### src/hw/flash_seq_pkg.sv
// Package: command codes, addresses, timing and carriers for the flash command sequencer
package flash_seq_pkg;
  // Host-side bus widths
  localparam int ADDR_W = 21;
  localparam int DATA_W = 16;
  // Word-mode unlock addresses and command data
  localparam logic [ADDR_W-1:0] UNLOCK_ADDR1 = 21'h000555;
  localparam logic [ADDR_W-1:0] UNLOCK_ADDR2 = 21'h0002AA;
  localparam logic [7:0] UNLOCK_DATA1  = 8'hAA;
  localparam logic [7:0] UNLOCK_DATA2  = 8'h55;
  localparam logic [7:0] CMD_IDENT     = 8'h90;
  localparam logic [7:0] CMD_SEC_ENTER = 8'h88;
  localparam logic [7:0] CMD_PROGRAM   = 8'hA0;
  localparam logic [7:0] CMD_BYPASS    = 8'h20;
  localparam logic [7:0] CMD_ERASE_SET = 8'h80;
  localparam logic [7:0] CMD_CHIP_ERS  = 8'h10;
  localparam logic [7:0] CMD_RESET     = 8'hF0;
  localparam logic [7:0] CMD_ZERO      = 8'h00;
  // Identification offsets
  localparam logic [7:0] ID_MAKER_OFS  = 8'h00;
  localparam logic [7:0] ID_PART_OFS   = 8'h01;
  localparam logic [7:0] ID_PROT_OFS   = 8'h02;
  localparam logic [7:0] ID_SECLK_OFS  = 8'h03;
  localparam logic [7:0] ID_CONT_OFS   = 8'h40;
  localparam logic [7:0] SECLK_YES     = 8'h99;
  localparam logic [7:0] SECLK_NO      = 8'h19;
  // Status bit positions
  localparam int DATA_POLL_POS = 7;
  localparam int TOGGLE_POS    = 6;
  localparam int TIMEOUT_POS   = 5;
  // Bus timing at 125 MHz
  localparam int CLK_PS       = 8000;
  localparam int T_WE_LOW_NS  = 50;
  localparam int T_RD_ACC_NS  = 120;
  localparam int T_REC_NS     = 30;
  localparam int WE_CYC  = (T_WE_LOW_NS * 1000 + CLK_PS - 1) / CLK_PS;
  localparam int RD_CYC  = (T_RD_ACC_NS * 1000 + CLK_PS - 1) / CLK_PS;
  localparam int REC_CYC = (T_REC_NS * 1000 + CLK_PS - 1) / CLK_PS;
  localparam int CNT_W   = 8;
  // Software register offsets
  localparam logic [3:0] REG_CMD    = 4'h0;
  localparam logic [3:0] REG_ADDR   = 4'h1;
  localparam logic [3:0] REG_WDATA  = 4'h2;
  localparam logic [3:0] REG_STATUS = 4'h3;
  localparam logic [3:0] REG_RDATA  = 4'h4;
  // Status register field positions
  localparam int ST_BUSY = 0;
  localparam int ST_RDY  = 1;
  localparam int ST_TO   = 2;
  localparam int ST_IDM  = 3;
  localparam int ST_SECM = 4;
  localparam int ST_BYPM = 5;
  localparam int ST_REJ  = 6;
  localparam int ST_DONE = 7;
  // Host operations ordered through the command register
  typedef enum logic [3:0] {
    OP_READ, OP_RESET, OP_ID_ENTER, OP_ID_READ, OP_SEC_ENTER, OP_SEC_EXIT,
    OP_PROGRAM, OP_BYP_ENTER, OP_BYP_PROGRAM, OP_BYP_EXIT, OP_CHIP_ERASE, OP_POLL
  } op_t;
  // One device bus cycle
  typedef struct packed {
    logic              wr;
    logic [ADDR_W-1:0] addr;
    logic [DATA_W-1:0] data;
  } bus_cycle_t;
endpackage : flash_seq_pkg
### src/hw/flash_command_sequencer.sv
// Host-side controller that drives flash command sequences over the device pins
`timescale 1ns/1ps
module flash_command_sequencer
  import flash_seq_pkg::*;
(
  input  wire logic              core_clk,       // System clock
  input  wire logic              rstn,           // Async reset, active low
  input  wire logic [3:0]        reg_addr,       // Register address
  input  wire logic [31:0]       reg_wdata,      // Register write data
  input  wire logic              reg_wr,         // Write strobe
  input  wire logic              reg_rd,         // Read strobe
  output logic      [31:0]       reg_rdata,      // Read data, next cycle
  output logic      [ADDR_W-1:0] flash_addr,     // Device address pins
  output logic      [DATA_W-1:0] flash_dq_out,   // Data pins driven
  output logic                   flash_dq_oe,    // Data pins enable
  input  wire logic [DATA_W-1:0] flash_dq_in,    // Data pins sampled
  output logic                   flash_ce_n,     // Chip enable
  output logic                   flash_we_n,     // Write enable
  output logic                   flash_oe_n,     // Output enable
  output logic                   flash_reset_n,  // Hardware reset
  output logic                   protect_accel_pin_hv, // Request high voltage level
  input  wire logic              ready_busy_pin  // Ready high, busy low
);

  typedef enum logic [2:0] {S_IDLE, S_SETUP, S_WE, S_RD, S_REC, S_NEXT} st_t;
  typedef enum logic [1:0] {M_READ, M_IDENT, M_SEC, M_BYP} mode_t;

  // Builds the i-th bus cycle of a sequence
  function automatic bus_cycle_t seq_cycle(input op_t op, input logic [2:0] i,
                                           input logic [ADDR_W-1:0] a, input logic [DATA_W-1:0] d);
    bus_cycle_t c;
    c = '{wr: 1'b1, addr: UNLOCK_ADDR1, data: {8'h00, UNLOCK_DATA1}};
    if (i == 3'd1 || i == 3'd4) c = '{wr: 1'b1, addr: UNLOCK_ADDR2, data: {8'h00, UNLOCK_DATA2}};
    unique case (op)
      OP_RESET:       c = '{wr: 1'b1, addr: a, data: {8'h00, CMD_RESET}};
      OP_READ,
      OP_POLL:        c = '{wr: 1'b0, addr: a, data: '0};
      OP_ID_ENTER:    if (i == 3'd2) c.data = {8'h00, CMD_IDENT};
      OP_ID_READ:     c = '{wr: 1'b0, addr: a, data: '0};
      OP_SEC_ENTER:   if (i == 3'd2) c.data = {8'h00, CMD_SEC_ENTER};
      OP_SEC_EXIT: begin
        if (i == 3'd2) c.data = {8'h00, CMD_IDENT};
        if (i == 3'd3) c = '{wr: 1'b1, addr: a, data: {8'h00, CMD_ZERO}};
      end
      OP_PROGRAM: begin
        if (i == 3'd2) c.data = {8'h00, CMD_PROGRAM};
        if (i == 3'd3) c = '{wr: 1'b1, addr: a, data: d};
      end
      OP_BYP_ENTER:   if (i == 3'd2) c.data = {8'h00, CMD_BYPASS};
      OP_BYP_PROGRAM: c = (i == 3'd0) ? bus_cycle_t'{wr: 1'b1, addr: a, data: {8'h00, CMD_PROGRAM}}
                                      : bus_cycle_t'{wr: 1'b1, addr: a, data: d};
      OP_BYP_EXIT:    c = (i == 3'd0) ? bus_cycle_t'{wr: 1'b1, addr: a, data: {8'h00, CMD_IDENT}}
                                      : bus_cycle_t'{wr: 1'b1, addr: a, data: {8'h00, CMD_ZERO}};
      OP_CHIP_ERASE: begin
        if (i == 3'd2) c.data = {8'h00, CMD_ERASE_SET};
        if (i == 3'd5) c.data = {8'h00, CMD_CHIP_ERS};
      end
      default:        c = '{wr: 1'b0, addr: a, data: '0};
    endcase
    return c;
  endfunction : seq_cycle

  // Number of bus cycles per operation
  function automatic logic [2:0] seq_len(input op_t op);
    unique case (op)
      OP_ID_ENTER, OP_SEC_ENTER, OP_BYP_ENTER: return 3'd3;
      OP_SEC_EXIT, OP_PROGRAM:                 return 3'd4;
      OP_BYP_PROGRAM, OP_BYP_EXIT:             return 3'd2;
      OP_CHIP_ERASE:                           return 3'd6;
      default:                                 return 3'd1;
    endcase
  endfunction : seq_len

  // Two-flop synchronisers for pin inputs
  logic [DATA_W-1:0] dq_s1, dq_s2;
  logic              rb_s1, rb_s2;
  always_ff @(posedge core_clk or negedge rstn) begin
    if (!rstn) begin
      dq_s1 <= '0;
      dq_s2 <= '0;
      rb_s1 <= 1'b1;
      rb_s2 <= 1'b1;
    end else begin
      dq_s1 <= flash_dq_in;
      dq_s2 <= dq_s1;
      rb_s1 <= ready_busy_pin;
      rb_s2 <= rb_s1;
    end
  end

  st_t               state, next_state;
  mode_t             mode, next_mode;
  op_t               op, next_op;
  logic [2:0]        idx, next_idx;
  logic [CNT_W-1:0]  cnt, next_cnt;
  logic [ADDR_W-1:0] arg_addr, next_arg_addr;
  logic [DATA_W-1:0] arg_data, next_arg_data;
  logic [DATA_W-1:0] rdata, next_rdata;
  logic              busy, next_busy;
  logic              rej, next_rej;
  logic              done, next_done;
  logic              to_flag, next_to_flag;
  logic              accel, next_accel;
  logic              next_hw_rst;
  logic [31:0]       next_reg_rdata;
  bus_cycle_t        cur;
  logic              allowed;
  op_t               req_op;

  assign req_op = op_t'(reg_wdata[3:0]);
  assign cur    = seq_cycle(op, idx, arg_addr, arg_data);

  // Legality check of a requested operation against the tracked device mode
  always_comb begin
    allowed = 1'b1;
    if (!rb_s2 && !(req_op inside {OP_POLL, OP_READ})) allowed = 1'b0;
    if (mode == M_BYP && !(req_op inside {OP_BYP_PROGRAM, OP_BYP_EXIT, OP_READ, OP_POLL}))
      allowed = 1'b0;
    if (mode != M_BYP && req_op inside {OP_BYP_PROGRAM, OP_BYP_EXIT}) allowed = 1'b0;
    if (mode == M_SEC && req_op == OP_BYP_ENTER) allowed = 1'b0;
    if (mode != M_READ && req_op == OP_ID_ENTER) allowed = 1'b0;
    if (mode != M_IDENT && req_op == OP_ID_READ) allowed = 1'b0;
    if (mode != M_SEC && req_op == OP_SEC_EXIT) allowed = 1'b0;
    if (mode != M_READ && req_op == OP_SEC_ENTER) allowed = 1'b0;
  end

  // Sequencer next-state logic
  always_comb begin
    next_state    = state;
    next_mode     = mode;
    next_op       = op;
    next_idx      = idx;
    next_cnt      = cnt;
    next_arg_addr = arg_addr;
    next_arg_data = arg_data;
    next_rdata    = rdata;
    next_busy     = busy;
    next_rej      = rej;
    next_done     = done;
    next_to_flag  = to_flag;
    next_accel    = accel;
    next_hw_rst   = 1'b0;
    if (reg_wr && reg_addr == REG_ADDR) next_arg_addr = reg_wdata[ADDR_W-1:0];
    if (reg_wr && reg_addr == REG_WDATA) next_arg_data = reg_wdata[DATA_W-1:0];
    if (reg_wr && reg_addr == REG_STATUS) begin
      next_accel  = reg_wdata[ST_BYPM] & (mode != M_SEC);
      next_hw_rst = reg_wdata[31];
      next_rej    = 1'b0;
      next_done   = 1'b0;
      if (reg_wdata[ST_BYPM] && mode == M_READ) next_mode = M_BYP;
    end
    // A command written while a sequence runs is dropped and flagged
    if (reg_wr && reg_addr == REG_CMD && state != S_IDLE) next_rej = 1'b1;
    unique case (state)
      S_IDLE: begin
        if (reg_wr && reg_addr == REG_CMD) begin
          if (allowed && !busy) begin
            next_op    = req_op;
            next_idx   = '0;
            next_state = S_SETUP;
            next_busy  = 1'b1;
          end else begin
            next_rej = 1'b1;
          end
        end
      end
      S_SETUP: begin
        next_cnt   = cur.wr ? CNT_W'(WE_CYC) : CNT_W'(RD_CYC);
        next_state = cur.wr ? S_WE : S_RD;
      end
      S_WE: begin
        next_cnt = cnt - 1'b1;
        if (cnt == CNT_W'(1)) begin
          next_cnt   = CNT_W'(REC_CYC);
          next_state = S_REC;
        end
      end
      S_RD: begin
        next_cnt = cnt - 1'b1;
        if (cnt == CNT_W'(1)) begin
          next_rdata = dq_s2;
          if (op == OP_POLL) next_to_flag = dq_s2[TIMEOUT_POS];
          next_cnt   = CNT_W'(REC_CYC);
          next_state = S_REC;
        end
      end
      S_REC: begin
        next_cnt = cnt - 1'b1;
        if (cnt == CNT_W'(1)) next_state = S_NEXT;
      end
      S_NEXT: begin
        if (idx + 3'd1 < seq_len(op)) begin
          next_idx   = idx + 3'd1;
          next_state = S_SETUP;
        end else begin
          next_state = S_IDLE;
          next_busy  = 1'b0;
          next_done  = 1'b1;
          unique case (op)
            OP_ID_ENTER:  next_mode = M_IDENT;
            OP_SEC_ENTER: next_mode = M_SEC;
            OP_BYP_ENTER: next_mode = M_BYP;
            OP_SEC_EXIT:  next_mode = M_READ;
            OP_BYP_EXIT:  next_mode = accel ? M_BYP : M_READ;
            OP_RESET: begin
              next_mode    = (mode == M_IDENT) ? M_READ : mode;
              next_to_flag = 1'b0;
            end
            default:      next_mode = mode;
          endcase
        end
      end
      default: next_state = S_IDLE;
    endcase
    if (next_hw_rst) begin
      next_state = S_IDLE;
      next_busy  = 1'b0;
      next_mode  = accel ? M_BYP : M_READ;
    end
  end

  // Register readback
  always_comb begin
    next_reg_rdata = '0;
    if (reg_rd) begin
      unique case (reg_addr)
        REG_CMD:    next_reg_rdata = {28'h0000000, op};
        REG_ADDR:   next_reg_rdata = {{(32-ADDR_W){1'b0}}, arg_addr};
        REG_WDATA:  next_reg_rdata = {16'h0000, arg_data};
        REG_STATUS: next_reg_rdata = {24'h000000, done, rej, mode == M_BYP, mode == M_SEC,
                                      mode == M_IDENT, to_flag, rb_s2, busy};
        REG_RDATA:  next_reg_rdata = {16'h0000, rdata};
        default:    next_reg_rdata = '0;
      endcase
    end
  end

  // State registers and pin drivers
  always_ff @(posedge core_clk or negedge rstn) begin
    if (!rstn) begin
      state         <= S_IDLE;
      mode          <= M_READ;
      op            <= OP_READ;
      idx           <= '0;
      cnt           <= '0;
      arg_addr      <= '0;
      arg_data      <= '0;
      rdata         <= '0;
      busy          <= 1'b0;
      rej           <= 1'b0;
      done          <= 1'b0;
      to_flag       <= 1'b0;
      accel         <= 1'b0;
      reg_rdata     <= '0;
      flash_addr    <= '0;
      flash_dq_out  <= '0;
      flash_dq_oe   <= 1'b0;
      flash_ce_n    <= 1'b1;
      flash_we_n    <= 1'b1;
      flash_oe_n    <= 1'b1;
      flash_reset_n <= 1'b0;
      protect_accel_pin_hv <= 1'b0;
    end else begin
      state         <= next_state;
      mode          <= next_mode;
      op            <= next_op;
      idx           <= next_idx;
      cnt           <= next_cnt;
      arg_addr      <= next_arg_addr;
      arg_data      <= next_arg_data;
      rdata         <= next_rdata;
      busy          <= next_busy;
      rej           <= next_rej;
      done          <= next_done;
      to_flag       <= next_to_flag;
      accel         <= next_accel;
      reg_rdata     <= next_reg_rdata;
      flash_addr    <= cur.addr;
      flash_dq_out  <= cur.data;
      flash_dq_oe   <= (next_state == S_WE) || (next_state == S_REC && cur.wr);
      flash_ce_n    <= !(next_state == S_WE || next_state == S_RD);
      flash_we_n    <= !(next_state == S_WE);
      flash_oe_n    <= !(next_state == S_RD);
      flash_reset_n <= !next_hw_rst;
      protect_accel_pin_hv <= next_accel;
    end
  end

endmodule : flash_command_sequencer

### config.mk
export PLATFORM = sky130hd
export DESIGN_NAME = flash_command_sequencer
export DESIGN_NICKNAME = d
export VERILOG_FILES = /design/src/hw/flash_seq_pkg.sv /design/src/hw/flash_command_sequencer.sv
export SDC_FILE = /design/constraint.sdc
export NUM_CORES = 1
export LEC_CHECK = 0
export ABC_AREA = 1
export BUFFER_PORTS_ARGS = -buffer_cell sky130_fd_sc_hd__buf_4
export CAP_MARGIN = 20
export CELL_PAD_IN_SITES_DETAIL_PLACEMENT = 0
export CELL_PAD_IN_SITES_GLOBAL_PLACEMENT = 2
export CORE_MARGIN = 2
export CORE_UTILIZATION = 25
export DETAILED_ROUTE_END_ITERATION = 8
export PLACE_DENSITY = 0.59
export SKIP_CTS_REPAIR_TIMING = 1
export SLEW_MARGIN = 40
export SYNTH_ARGS = -nofsm -noshare
export SYNTH_HDL_FRONTEND = slang
export SYNTH_SLANG_ARGS = --single-unit
export TNS_END_PERCENT = 50
### constraint.sdc
create_clock -name core_clk -period 4.1 [get_ports core_clk]
set_input_delay 0.82 -clock core_clk [delete_from_list [all_inputs] [get_ports core_clk]]
set_output_delay 0.82 -clock core_clk [all_outputs]
set_load 0.02 [all_outputs]
==> results_dict.tcl <==
set metrics [dict create \
    cp_data_arrival_time_ns 2.94 \
    fmax_ghz 0.383 \
    relSlewSlack_pct 58.5 \
    dp_hpwl_mm 15.7 \
    drv_slew 0 \
    place_congestion 0.761 \
    syn_to_final_growth_pct 24.2 \
    power_frac_seq_pct 44.5 \
    fp.dieW_um 178 \
    p_sw_share_pct 34.2 \
    p_leak_nw 4.74 \
    drive_above_1_share_pct 24.3 \
    period_share_pct 63.8 \
    drtIter0Drc 353 \
    clkPwrFrac_pct 32.8 \
    drc 0 \
    place.port_buffers 110 \
    fin_cells 1292 \
    fin_ws_ns 1.49 \
    synth-async-reset-ratio_pct 100 \
    ys_seq_elements 175 \
    track_usage_pct 13.7 \
    antenna_found_initial 0 \
    antennaDiodeCount 0 \
    final-hold-violation-count 0 \
    tns_ns 0 \
    period_minus_slack_ns 2.61 \
    synth_cells 772 \
    synth_ff_type "dfrtp_1" \
    ys_warn_count 0 \
    grt.overflow.total 0 \
    wl_per_cell_um 16.2 \
    vias_per_cell 4.20 \
    p_total_mw 4.95 \
    clock-sinks 175 \
    initial_core_util_pct 25.5 \
    hold_ws_ns 0.313 \
    ios 132 \
    worst-setup-path-type "reg -> reg" \
    syn_area_sq_um 7570 \
    cp_max_fo 5 \
    worst_pin_slew_ns 0.615 \
    setup_viol 0 \
    vias 5424 \
    wl_mm 21.0 \
    fin_skew_ns 0.0190 \
    p_int_mw 3.25 \
    drt_pass1_iterations 5 \
    status "finished, final reports clean" \
    place_inst 1260 \
    powerDensity_nw_per_um2 526 \
    syn_avg_cell_area_sq_um 9.80 \
    grt_pass1_vias 5512 \
    cts_buffers 17 \
    row_count 63 \
    cts_tree "yes" \
    rsz0062_at_grt "no" \
    die_h_um 178 \
    ir_drop_mv 0.201 \
    critPathLaunchType "flip-flop" \
    end_kind "flip-flop" \
    htreeDepth 4 \
    nets 959 \
    ant_nets 0 \
    grt_max_degree 77 \
    dieArea_sq_um 31700 \
    switchingPower_mw 1.69 \
    max_cap_violations 0 \
    yosysUniqueCellTypes 46 \
    root_buffer "clkbuf_16" \
    grt_pass1_wl_mm 32.2 \
    fill_cells 3142 \
    synth_edf_count 0 \
    insertion_delay_ns 0.44 \
    combPwrFrac_pct 22.7 \
    clk_pin_slew_ns 0.08 \
    core-area_sq_um 29700 \
    min_path_type "in -> async" \
    critPathRequiredTime_ns 4.42 \
    seq_area_frac_synth_pct 58.0 \
    ctsLongestPathBuffers 2 \
    dp_worst_setup_slack_ns 1.49 \
]
[final cells by class]
cell class              count  area (sq um)  share of cell area (%)
repair buffers            115           880                    9.36
well taps                 390           488                    5.19
inverters                 126           475                    5.06
clock inverters            14           158                    1.68
clock buffers              18           429                    4.57
flip-flops and latches    175          4390                    46.7
multi-input cells         454          2580                    27.5
[cells by family (layout without fill, tap and decap cells)]
group	count (synthesis)	in the layout	share of synthesized area (%)
AOI/OAI and AO/OA	139	139	11.3
adders and majority gates	13	13	2.15
other	1	11	0.0496
muxes	16	16	2.88
buffers and inverters	153	273	8.48
and+or+nand+nor	272	272	16.9
DFF	175	175	58.0
xor gates and xnor gates	3	3	0.347
[cell usage in the layout, fill, tap and decap left out, drive strengths merged, types with 11 or more instances in the layout]
cell type,Yosys,layout
a21oi,26,26
buf,15,115
clkbuf,12,18
conb,1,11
dfrtp,170,170
ha,13,13
inv,126,136
mux2,16,16
nand2,146,146
nand3,36,36
nor2,69,69
nor3,13,13
o21ai,71,71
[power by group through the flow]
| stage | Combinational (mW) | Clock [mW] | Sequential (mW) |
|---|---|---|---|
| after global placement | 1.13 | 0 | 2.24 |
| final | 1.12 | 1.62 | 2.20 |
| after global routing | 1.27 | 1.76 | 2.24 |
| after CTS | 1.14 | 1.68 | 2.21 |
| after floorplan | 0.628 | 0 | 2.29 |
| after detailed placement | 1.14 | 0 | 2.24 |
[registers in the layout, indices dropped and copies added (netlist names), 2 cells and up]
| register | count |
|---|---|
| arg_data | 16 |
| rdata | 16 |
| state | 3 |
| op | 4 |
| flash_addr | 21 |
| idx | 3 |
| dq_s1 | 16 |
| reg_rdata | 21 |
| dq_s2 | 16 |
| arg_addr | 21 |
| flash_dq_out | 16 |
| cnt | 8 |
| mode | 2 |
[path summary, 6_finish.rpt]
kind	from	cells after the start	slack, ns	to
hold / removal	rstn	1	0.31	cnt[6]$_DFFE_PN0P_
min in group core_clk	dq_s1[9]$_DFF_PN0_	0	0.35	dq_s2[9]$_DFF_PN0_
max in group asynchronous	rstn	2	2.86	flash_addr[3]$_DFF_PN0_
setup / recovery	op[0]$_DFFE_PN0P_	14	1.49	mode[0]$_DFFE_PN0P_
setup reg to reg	op[0]$_DFFE_PN0P_	14	1.49	mode[0]$_DFFE_PN0P_
hold reg to reg	dq_s1[9]$_DFF_PN0_	0	0.35	dq_s2[9]$_DFF_PN0_
[metrics by stage]
| step | instance area (sq um) | util [%] |
|---|---|---|
| after floorplan | 7600 | - |
| final | 9400 | 31.6 |
| after CTS | 9400 | 31.6 |
| after global placement | 8810 | 29.6 |
| after detailed placement | 8810 | 29.6 |
| after global routing | 9400 | 31.6 |
[cell usage after synthesis, drive strengths merged, types with 4 or more instances]
library cell | number | area (sq um)
a31oi | 4 | 31.3
dfstp | 5 | 131
clkbuf | 12 | 45.0
o22ai | 10 | 62.6
dfrtp | 170 | 4250
nor3 | 13 | 85.1
inv | 126 | 475
ha | 13 | 163
o221ai | 10 | 87.6
nand4 | 6 | 52.6
a221oi | 5 | 43.8
nor2 | 69 | 302
nand2 | 146 | 588
a21oi | 26 | 160
o211ai | 4 | 30.0
buf | 15 | 121
o21ai | 71 | 359
mux2 | 16 | 218
nand3 | 36 | 220
[per-layer routing]
metal  GRT usage [%]  part of all wire [%]  vias to the layer above
met3            2.75                   3.6                       11
met5               0                     0                        -
met1            20.2                    51                     2585
met2            20.6                    44                      115
met4            3.48                  0.98                        0
li1                -                     -                     2713
[critical path, stage by stage (launching register included)]
cell	delay, ns
dfrtp_1	0.42
inv_1	0.13
ha_1	0.22
inv_1	0.12
nor2_1	0.23
inv_1	0.09
nand2_1	0.06
inv_1	0.04
ha_1	0.29
a21oi_1	0.24
nand2_1	0.14
nand2_1	0.21
nand3_1	0.14
nand3_1	0.09
a21oi_1	0.08
Note: power is estimated with default switching activity, not from simulation.
